## config.mk

```make
export PLATFORM = sky130hd
export DESIGN_NAME = isq_init_sequencer
export DESIGN_NICKNAME = d
export VERILOG_FILES = /design/src/verilog/isq_pkg.sv /design/src/verilog/isq_init_sequencer.sv
export SDC_FILE = /design/constraint.sdc
export NUM_CORES = 1
export LEC_CHECK = 0
export ABC_AREA = 0
export BUFFER_PORTS_ARGS = -buffer_cell sky130_fd_sc_hd__buf_2
export CAP_MARGIN = 20
export CELL_PAD_IN_SITES_DETAIL_PLACEMENT = 1
export CELL_PAD_IN_SITES_GLOBAL_PLACEMENT = 2
export CORE_UTILIZATION = 23
export CTS_CLUSTER_SIZE = 16
export DETAILED_ROUTE_END_ITERATION = 6
export PLACE_DENSITY = 0.84
export SLEW_MARGIN = 10
export SYNTH_ARGS = -nofsm -noshare
export SYNTH_HDL_FRONTEND = slang
export SYNTH_SLANG_ARGS = --single-unit
```

## constraint.sdc

```tcl
create_clock -name mclk -period 2.69 [get_ports mclk]
set_input_delay 0.4035 -clock mclk [delete_from_list [all_inputs] [get_ports mclk]]
set_output_delay 0.4035 -clock mclk [all_outputs]
set_load 0.005 [all_outputs]
```

## src/verilog/isq_pkg.sv

```systemverilog
// shared types and constants for the stand-alone controller init sequencer
package isq_pkg;

  localparam int unsigned ADDR_W = 5;

  // controller register addresses driven during configuration
  localparam logic [ADDR_W-1:0] REG_MON_ADDR  = 5'h10;
  localparam logic [ADDR_W-1:0] REG_MON_CFG   = 5'h0e;
  localparam logic [ADDR_W-1:0] REG_ENABLE    = 5'h00;
  localparam logic [ADDR_W-1:0] REG_SELF_TEST = 5'h0b;
  localparam logic [ADDR_W-1:0] REG_STATUS    = 5'h01;
  localparam logic [ADDR_W-1:0] ADDR_PARKED   = 5'h00;

  // state codes are the four registered state bits A,B,C,D
  typedef enum logic [3:0] {
    ST_CFG_SETUP = 4'h0,
    ST_CFG_WRITE = 4'h1,
    ST_BRANCH    = 4'h3,
    ST_MON_SETUP = 4'hb,
    ST_MON_WRITE = 4'h9,
    ST_MON_HOLD  = 4'hd,
    ST_EN_SETUP  = 4'hf,
    ST_EN_WRITE  = 4'he,
    ST_EN_HOLD   = 4'hc,
    ST_WAIT      = 4'h8,
    ST_FETCH     = 4'ha,
    ST_XFER      = 4'h2,
    ST_BIT_SETUP = 4'h7,
    ST_BIT_WRITE = 4'h5,
    ST_BIT_HOLD  = 4'h4,
    ST_POLL      = 4'h6
  } isq_state_e;

  localparam isq_state_e RESET_STATE = ST_CFG_SETUP;

  typedef struct packed {
    isq_state_e st;
  } isq_regs_s;

  // decoded strobes and address for one state
  typedef struct packed {
    logic              rom_en;
    logic              cs;
    logic              wr;
    logic              rd;
    logic              adr_en;
    logic              queue;
    logic [ADDR_W-1:0] addr;
  } isq_decode_s;

endpackage
```

## src/verilog/isq_init_sequencer.sv

```systemverilog
// init sequencer that configures the protocol controller and gates its fifos
`timescale 1ns/100ps

// Summary of operation
// RQ1: single clock, state inputs sampled synchronously, controller strobes gate fifo strobes unclocked; nrst clears the state register asynchronously
// RQ2: two-state strobes, three-state five-bit address
// RQ3: address floats whenever address drive is off
// RQ4: fifo strobes are queue mode and controller strobes
// RQ5: queue mode only in message-transfer state
// RQ6: codes 0000,0001,0011 write address 10 hex
// RQ7: branch on self-test request and terminal/monitor
// RQ8: monitor setup writes register 0E, then enable
// RQ9: enable states write register 00, then wait
// RQ10: wait releases bus until controller read strobe
// RQ11: fetch enables rom, held while read strobe
// RQ12: transfer holds while message strobe, then wait
// RQ13: self-test states write 0B, then poll
// RQ14: poll register 01 until running flag clears
// RQ15: self-test branch may be left out
// RQ16: positive logic, registered state, decoded outputs
// RQ17: rom holds fixed configuration constants
// RQ18: controller reads control word, holds message strobe
// RQ19: reset forces state 0000
// RQ20: undriven upper rom address lines pulled high
module isq_init_sequencer
  import isq_pkg::*;
#(
  parameter bit SELF_TEST_EN = 1'b1
) (
  input  wire logic              mclk,
  input  wire logic              nrst,
  input  wire logic              self_test_req,
  input  wire logic              terminal_or_monitor_select,
  input  wire logic              test_running_flag,
  input  wire logic              controller_read_strobe,
  input  wire logic              controller_write_strobe,
  input  wire logic              message_active_strobe,
  output logic                   chip_select,
  output logic                   write_strobe,
  output logic                   read_strobe,
  output logic                   config_rom_enable,
  output logic                   outgoing_queue_read,
  output logic                   incoming_queue_write,
  output logic [ADDR_W-1:0]      reg_addr,
  output logic [ADDR_W-1:0]      reg_addr_oe
);

  isq_regs_s   state_reg;
  isq_regs_s   state_next;
  isq_decode_s dec;

  // outputs for a given state, decoded from the state bits alone
  function automatic isq_decode_s decode_state(input isq_state_e st);
    isq_decode_s d;
    d = '{rom_en: 1'b1, cs: 1'b0, wr: 1'b0, rd: 1'b0, adr_en: 1'b1,
          queue: 1'b0, addr: ADDR_PARKED};
    case (st)
      ST_CFG_SETUP, ST_BRANCH: begin
        d.addr = REG_MON_ADDR; // RQ6
      end
      ST_CFG_WRITE: begin
        d.addr = REG_MON_ADDR; // RQ6
        d.cs   = 1'b1;
        d.wr   = 1'b1;
      end
      ST_MON_SETUP, ST_MON_HOLD: begin
        d.addr = REG_MON_CFG; // RQ8
      end
      ST_MON_WRITE: begin
        d.addr = REG_MON_CFG; // RQ8
        d.cs   = 1'b1;
        d.wr   = 1'b1;
      end
      ST_EN_SETUP, ST_EN_HOLD: begin
        d.addr = REG_ENABLE; // RQ9
      end
      ST_EN_WRITE: begin
        d.addr = REG_ENABLE; // RQ9
        d.cs   = 1'b1;
        d.wr   = 1'b1;
      end
      ST_WAIT: begin
        d.rom_en = 1'b0; // RQ10
        d.adr_en = 1'b0;
      end
      ST_FETCH: begin
        d.adr_en = 1'b0; // RQ11
      end
      ST_XFER: begin
        d.rom_en = 1'b0; // RQ12
        d.adr_en = 1'b0;
        d.queue  = 1'b1; // RQ5
      end
      ST_BIT_SETUP, ST_BIT_HOLD: begin
        d.addr = REG_SELF_TEST; // RQ13
      end
      ST_BIT_WRITE: begin
        d.addr = REG_SELF_TEST; // RQ13
        d.cs   = 1'b1;
        d.wr   = 1'b1;
      end
      ST_POLL: begin
        d.rom_en = 1'b0; // RQ14
        d.addr   = REG_STATUS;
        d.cs     = 1'b1;
        d.rd     = 1'b1;
      end
      default: begin
        d.addr = ADDR_PARKED;
      end
    endcase
    return d;
  endfunction

  always_comb begin
    state_next = state_reg;
    case (state_reg.st)
      ST_CFG_SETUP: state_next.st = ST_CFG_WRITE; // RQ6
      ST_CFG_WRITE: state_next.st = ST_BRANCH;
      ST_BRANCH: begin
        if (SELF_TEST_EN && self_test_req) begin
          state_next.st = ST_BIT_SETUP; // RQ7 RQ15
        end else if (terminal_or_monitor_select) begin
          state_next.st = ST_MON_SETUP; // RQ7
        end else begin
          state_next.st = ST_EN_SETUP; // RQ7
        end
      end
      ST_MON_SETUP: state_next.st = ST_MON_WRITE; // RQ8
      ST_MON_WRITE: state_next.st = ST_MON_HOLD;
      ST_MON_HOLD:  state_next.st = ST_EN_SETUP;
      ST_EN_SETUP:  state_next.st = ST_EN_WRITE; // RQ9
      ST_EN_WRITE:  state_next.st = ST_EN_HOLD;
      ST_EN_HOLD:   state_next.st = ST_WAIT;
      ST_WAIT: begin
        if (controller_read_strobe) begin
          state_next.st = ST_FETCH; // RQ10 RQ18
        end
      end
      ST_FETCH: begin
        if (!controller_read_strobe) begin
          state_next.st = ST_XFER; // RQ11
        end
      end
      ST_XFER: begin
        if (!message_active_strobe) begin
          state_next.st = ST_WAIT; // RQ12 RQ18
        end
      end
      ST_BIT_SETUP: state_next.st = ST_BIT_WRITE; // RQ13
      ST_BIT_WRITE: state_next.st = ST_BIT_HOLD;
      ST_BIT_HOLD:  state_next.st = ST_POLL;
      ST_POLL: begin
        if (!test_running_flag) begin
          state_next.st = ST_BRANCH; // RQ14
        end
      end
      default: state_next.st = RESET_STATE;
    endcase
  end

  // only the four state bits are stored
  always_ff @(posedge mclk or negedge nrst) begin // RQ1 RQ16
    if (!nrst) begin
      state_reg.st <= RESET_STATE; // RQ19
    end else begin
      state_reg <= state_next;
    end
  end

  assign dec = decode_state(state_reg.st); // RQ16

  // strobes decoded from the state bits, fifo strobes gated through
  always_comb begin
    chip_select          = dec.cs; // RQ2
    write_strobe         = dec.wr;
    read_strobe          = dec.rd;
    config_rom_enable    = dec.rom_en;
    outgoing_queue_read  = dec.queue & controller_read_strobe; // RQ4
    incoming_queue_write = dec.queue & controller_write_strobe; // RQ4
    // parked at zero while floating; board pull-ups set upper rom lines
    reg_addr    = dec.adr_en ? dec.addr : ADDR_PARKED; // RQ3 RQ20
    reg_addr_oe = {ADDR_W{dec.adr_en}}; // RQ2 RQ3
  end
endmodule // isq_init_sequencer

```

==> flow_metrics.env, run 1 <==
export IMPL_status="complete, no violations"
export IMPL_syn2layout_area_growth_pct=24.1
export IMPL_die_x_um=46.6
export IMPL_detail_route_wirelength_met1_um=590
export IMPL_grt_max_degree=18
export IMPL_ys_types=25
export IMPL_setup_tns_ns=0
export IMPL_setup_ws_ns=0.782
export IMPL_startpoint_type="flop"
export IMPL_num_io_pins=24
export IMPL_vdd_drop_max_mv=0.416
export IMPL_first_global_vias=429
export IMPL_wire_per_inst_um=11.8
export IMPL_cts_tree="yes"
export IMPL_row_count=15
export IMPL_yosysSeqAreaShare_pct=21.9
export IMPL_detail_route_antenna_nets=0
export IMPL_n_fill_cell=244
export IMPL_h_tree_depth=1
export IMPL_layout_min_cycle_time_ns=1.91
export IMPL_min_path_type="in2async"
export IMPL_antennaDiodeCount=0
export IMPL_crit_required_ns=2.29
export IMPL_root_buffer="clkbuf_4"
export IMPL_ys_top_cells_by_area="dfrtp_1 (22%), buf_4 (9.9%), nand3b_1 (6.6%)"
export IMPL_io_buffers=23
export IMPL_grt_overflow=0
export IMPL_gp_congestion=0.719
export IMPL_ys_seq_elements=4
export IMPL_start_util_pct=25.3
export IMPL_seqPwrFrac_pct=27.1
export IMPL_synth_fp_nets=68
export IMPL_cts_sinks=4
export IMPL_fin_nets=87
export IMPL_power_clock_fraction_pct=9.8
export IMPL_top_layer="met3"
export IMPL_swShare_pct=48.9
export IMPL_synth_top_cell_by_area="dfrtp_1"
export IMPL_fmax_ghz=0.524
export IMPL_multiInputGateArea_um2=280
export IMPL_syn_inst=60
export IMPL_synth_area_um2=457
export IMPL_final_common_cell="buf_2"
export IMPL_finalCritPeriodShare_pct=70.9
export IMPL_core_area_um2=1800
export IMPL_clkTransAtPathRegs_ns=0.04
export IMPL_maxCapViolCount=0
export IMPL_slew_viol_final=0
export IMPL_vias=473
export IMPL_cts_resized=0
export IMPL_worstSetupPathType="reg2out"
export IMPL_max_slew_margin_pct=64.2
export IMPL_dr_wl_met3_um=29
export IMPL_final_cells=102
export IMPL_cts_max_path_buffers=2
export IMPL_antenna_found_initial=0
export IMPL_rsz0062_at_grt="no"
export IMPL_largest_reg_flops=4
export IMPL_post_dp_hpwl_um=887
export IMPL_drc_errors=0
export IMPL_p_switching_mw=0.371
export IMPL_p_int_mw=0.388
export IMPL_setup_violations=0
export IMPL_regArea_um2=100
export IMPL_dieArea_um2=2170
export IMPL_via_per_inst=4.64
export IMPL_worstPathMaxFanout=17
export IMPL_grt_pass1_wl_um=1960
export IMPL_wl_met2_um=585
export IMPL_cts_buffers=3
export IMPL_tightest_slew_ns=0.537
export IMPL_post_place_ws_ns=0.994
export IMPL_fin_skew_ns=0.00996
export IMPL_yosys_warnings=0
export IMPL_powerDensity_nw_per_um2=1340
export IMPL_finalHoldViolCount=0
export IMPL_p_leak_nw=0.272
export IMPL_postRouteWirelength_um=1210
export IMPL_die_y_um=46.6
export IMPL_grt_total_usage_pct=13.2
export IMPL_p_comb_share_pct=63.1
export IMPL_post_cts_setup_buffer_count=0
export IMPL_final_cell_mix="buf_2 (23), o21ai_0 (5), nand2_1 (5), a21oi_1 (5)"
export IMPL_arrival_ns=1.50
export IMPL_dp_cells=98
export IMPL_clk_latency_ns=0.24
export IMPL_drive_gt1_share_pct=36.4
export IMPL_synth_top_cell_area_share_pct=21.9
export IMPL_end_kind="output pin"
export IMPL_firstDrtPassIters=2
export IMPL_syn_avg_cell_area_um2=7.61
export IMPL_drtIter0Drc=3
==> critical path: stages (launching register included) <==
cell	delay (ns)
dfrtp_1	0.67
nor2_1	0.16
a211oi_1	0.27
buf_2	0.16
==> timing repair <==
action,4_1_cts,5_1_grt
endpoints found under the hold margin,4,0
setup endpoints to repair,0,0
hold buffers,1,0
==> power groups by stage <==
| stage | clock (mW) | combinational, mW | sequential (mW) |
|---|---|---|---|
| after floorplan | 0 | 0.472 | 0.112 |
| after global placement | 0 | 0.471 | 0.206 |
| after detailed placement | 0 | 0.474 | 0.208 |
| after CTS | 0.0774 | 0.488 | 0.205 |
| after global routing | 0.0838 | 0.559 | 0.219 |
| final | 0.0745 | 0.479 | 0.206 |
==> per-layer routing <==
metal | up-vias | GRT usage (%)
li1 | 239 | -
met1 | 222 | 17.4
met2 | 12 | 19.2
met3 | 0 | 2.35
met4 | 0 | 8.82
met5 | - | 0
==> worst paths after layout <==
path	from	to	slack, ns	cells past startpoint
max	state_reg[3]	reg_addr[3]	0.78	3
min	nrst	state_reg[1]	0.49	2
max reg2reg	state_reg[3]	state_reg[3]	1.05	4
min reg2reg	state_reg[1]	state_reg[2]	0.76	2
max in group asynchronous	nrst	state_reg[0]	2.07	2
min in group mclk	controller_read_strobe	state_reg[1]	0.57	3
==> area by class of cell <==
cell class | count | share of cell area [%]
clock buffers | 3 | 3.97
inverters | 2 | 1.32
multi-input cells | 44 | 49.4
flip-flops and latches | 4 | 17.7
well taps | 25 | 5.52
repair buffers | 24 | 22.1
==> cells in the mapped netlist <==
cell type and count:
nor2b_1 1, o21ai_0 5, nand2b_1 1, a22o_1 1, xnor2_1 2, o2bb2ai_2 1, clkbuf_1 2, nor3_1 2
a2111o_1 1, buf_6 1, or2b_1 2, nand3b_1 4, a21boi_0 1, a21oi_1 5, nor2_1 4, dfrtp_1 4
o21bai_1 1, buf_2 1, nor2b_4 1, a211oi_1 3, nand2_1 5, and3_1 3, nor4_1 1, inv_1 2
buf_4 6
==> cells by family (layout without fill, tap and decap cells) <==
logic type,after synthesis,after routing,synth area share [%]
simple gates,24,24,30.7
compound gates,18,18,26.8
buf+inv,12,29,16.7
xor+xnor,2,2,3.84
flops,4,4,21.9
==> stage by stage <==
| stage | power, mW | hold slack, ns | utilization [%] | area [µm²] |
|---|---|---|---|---|
| finish | 0.759 | 0.489 | 31.5 | 567 |
| global route | 0.862 | 0.478 | 31.5 | 567 |
| detailed placement | 0.682 | 0.213 | 29.7 | 534 |
| floorplan | 0.584 | 0.108 | - | 457 |
| CTS | 0.770 | 0.489 | 31.5 | 567 |
| global placement | 0.677 | 0.207 | 29.7 | 534 |
Note: power is estimated with default switching activity, not from simulation.
==> run 2: changes to the inputs <==
--- a/config.mk
+++ b/config.mk
@@ -10,10 +10,10 @@
 export CAP_MARGIN = 20
 export CELL_PAD_IN_SITES_DETAIL_PLACEMENT = 1
 export CELL_PAD_IN_SITES_GLOBAL_PLACEMENT = 2
-export CORE_UTILIZATION = 23
+export CORE_UTILIZATION = 22
 export CTS_CLUSTER_SIZE = 16
 export DETAILED_ROUTE_END_ITERATION = 6
-export PLACE_DENSITY = 0.84
+export PLACE_DENSITY = 0.81
 export SLEW_MARGIN = 10
 export SYNTH_ARGS = -nofsm -noshare
 export SYNTH_HDL_FRONTEND = slang
==> constraint.sdc (replaced) <==
create_clock -name mclk -period 1.8 [get_ports mclk]
set_input_delay 0.27 -clock mclk [delete_from_list [all_inputs] [get_ports mclk]]
set_output_delay 0.27 -clock mclk [all_outputs]
set_load 0.005 [all_outputs]
==> run 2 against run 1 <==
  * Non-clock buffer count increased by 2
  * Register-to-register slack got worse by 0.79 ns
  * Utilization decreased by 1.6 points
  * Count of clock-buffer cells in the layout unchanged
  * Critical path depth unchanged
  * Largest power group unchanged
  * Total power increased by 54%
  * Hold slack got worse by 0.12 ns
  * Final area increased by 3.3%
  * Via count increased by 0.85%
  * Wire length increased by 1.8%
  * First-iteration DRC count increased by 67%
  * Sequential cell count unchanged
==> flow_metrics.env, run 2 (synthesis gave the netlist of run 1 again) <==
export IMPL_reg2reg_slack_ns=0.26
export IMPL_vdd_drop_max_mv=0.642
export IMPL_worstPathMaxFanout=11
export IMPL_row_count=16
export IMPL_die_y_um=47.6
export IMPL_end_kind="output pin"
export IMPL_fmax_ghz=0.593
export IMPL_r2r_worst_path_cells=4
export IMPL_syn2layout_area_growth_pct=28.2
export IMPL_min_path_type="in2async"
export IMPL_seqPwrFrac_pct=24.4
export IMPL_root_buffer="clkbuf_4"
export IMPL_crit_required_ns=1.53
export IMPL_finalHoldViolCount=0
export IMPL_cts_max_path_buffers=2
export IMPL_powerDensity_nw_per_um2=2000
export IMPL_cp_buffers_inverters=1
export IMPL_final_cells=106
export IMPL_setup_tns_ns=0
export IMPL_antenna_found_initial=0
export IMPL_p_switching_mw=0.560
export IMPL_vias=477
export IMPL_fin_skew_ns=0.00297
export IMPL_worstSetupPathType="reg2out"
export IMPL_cts_sinks=4
export IMPL_via_per_inst=4.50
export IMPL_path_cells="nor2_1 > a211oi_1 > buf_2"
export IMPL_arrival_ns=1.42
export IMPL_n_fill_cell=266
export IMPL_tightest_slew_ns=0.347
export IMPL_grt_max_degree=12
export IMPL_detail_route_antenna_nets=0
export IMPL_largest_reg_flops=4
export IMPL_status="complete, no violations"
export IMPL_fin_nets=89
export IMPL_finalCritPeriodShare_pct=93.7
export IMPL_slowest_stage="dfrtp_1"
export IMPL_swShare_pct=47.8
export IMPL_maxCapViolCount=0
export IMPL_dp_cells=102
export IMPL_wire_per_inst_um=11.6
export IMPL_slew_viol_final=0
export IMPL_num_io_pins=24
export IMPL_start_util_pct=23.3
export IMPL_first_global_vias=424
export IMPL_power_clock_fraction_pct=9.8
export IMPL_grt_pass1_wl_um=1910
export IMPL_utilization_pct=29.8
export IMPL_rr_startpoint="state_reg[1]"
export IMPL_grt_overflow=0
export IMPL_die_x_um=47.6
export IMPL_core_area_um2=1960
export IMPL_regArea_um2=101
export IMPL_drive_gt1_share_pct=39.2
export IMPL_cts_buffers=3
export IMPL_antennaDiodeCount=0
export IMPL_final_common_cell="buf_2"
export IMPL_clk_latency_ns=0.24
export IMPL_h_tree_depth=1
export IMPL_dieArea_um2=2260
export IMPL_worst_r2r_endpoint="state_reg[3]"
export IMPL_p_int_mw=0.612
export IMPL_gp_congestion=0.745
export IMPL_p_leak_nw=0.280
export IMPL_io_buffers=23
export IMPL_firstDrtPassIters=3
export IMPL_grt_total_usage_pct=12.4
export IMPL_cpPeakStageDelay_ns=0.54
export IMPL_critical_path_top_delay_family="flip-flops"
export IMPL_max_slew_margin_pct=76.9
export IMPL_cts_tree="yes"
export IMPL_drc_errors=0
export IMPL_layout_min_cycle_time_ns=1.69
export IMPL_drtIter0Drc=5
export IMPL_multiInputGateArea_um2=280
export IMPL_post_cts_setup_buffer_count=0
export IMPL_final_cell_mix="buf_2 (23), nand2_1 (5), a21oi_1 (5)"
export IMPL_clkTransAtPathRegs_ns=0.04
export IMPL_rsz0062_at_grt="no"
export IMPL_post_dp_hpwl_um=965
export IMPL_postRouteWirelength_um=1230
export IMPL_p_comb_share_pct=65.8
export IMPL_startpoint_type="flop"
export IMPL_setup_violations=0
[run 2: per-layer routing]
layer | global-route usage (%) | part of all wire [%] | vias up
li1 | - | - | 244
met2 | 17.3 | 47 | 12
met4 | 8.33 | 0.65 | 0
met1 | 17.2 | 50 | 219
met5 | 0 | 0 | -
met3 | 2.26 | 2.4 | 2
[run 2: final cells by class]
| class | count | share of cell area (%) |
|---|---|---|
| repair buffers | 26 | 23.9 |
| well taps | 27 | 5.77 |
| clock buffers | 3 | 3.85 |
| multi-input cells | 44 | 47.9 |
| flip-flops and latches | 4 | 17.3 |
| inverters | 2 | 1.28 |
[run 2: worst register-to-register path: cells and delay by family, from the launching register on]
family | cells | cell delay, ns
flops | 1 | 0.51
simple gates | 1 | 0.24
compound gates | 3 | 0.67
[run 2: what timing repair did]
item                                   4_1_cts  5_1_grt
setup endpoints to repair                    0        7
endpoints found under the hold margin        4        0
hold buffers                                 1        0
resized for setup                            0        2
[run 2: per-stage QoR]
step	power, mW	cell area, µm²	setup slack [ns]	hold WS (ns)
2_1_floorplan	0.873	457	0.232	-0.0256
3_3_place_gp	1.05	552	0.298	0.0798
3_5_place_dp	1.06	552	0.272	0.0852
4_1_cts	1.19	584	0.0983	0.367
5_1_grt	1.33	586	0.00383	0.393
6_report	1.17	586	0.113	0.368
[run 2: power groups by stage]
stage,Clock [mW],Sequential [mW],Combinational [mW]
after CTS,0.120,0.282,0.786
after global placement,0,0.277,0.768
after detailed placement,0,0.284,0.780
after floorplan,0,0.168,0.706
after global routing,0.127,0.301,0.901
final,0.114,0.286,0.772
[run 2: how the worst max path moves through the flow]
stage                 start      endpoint  slack (ns)  cells past startpoint
2_1_floorplan  state_reg[3]   reg_addr[3]        0.23                      5
3_3_place_gp   state_reg[1]  state_reg[3]        0.30                      4
3_5_place_dp   state_reg[1]  state_reg[3]        0.27                      4
4_1_cts        state_reg[3]   reg_addr[3]         0.1                      3
5_1_grt        state_reg[2]   reg_addr[1]       0.004                      3
6_report       state_reg[2]   reg_addr[3]        0.11                      3
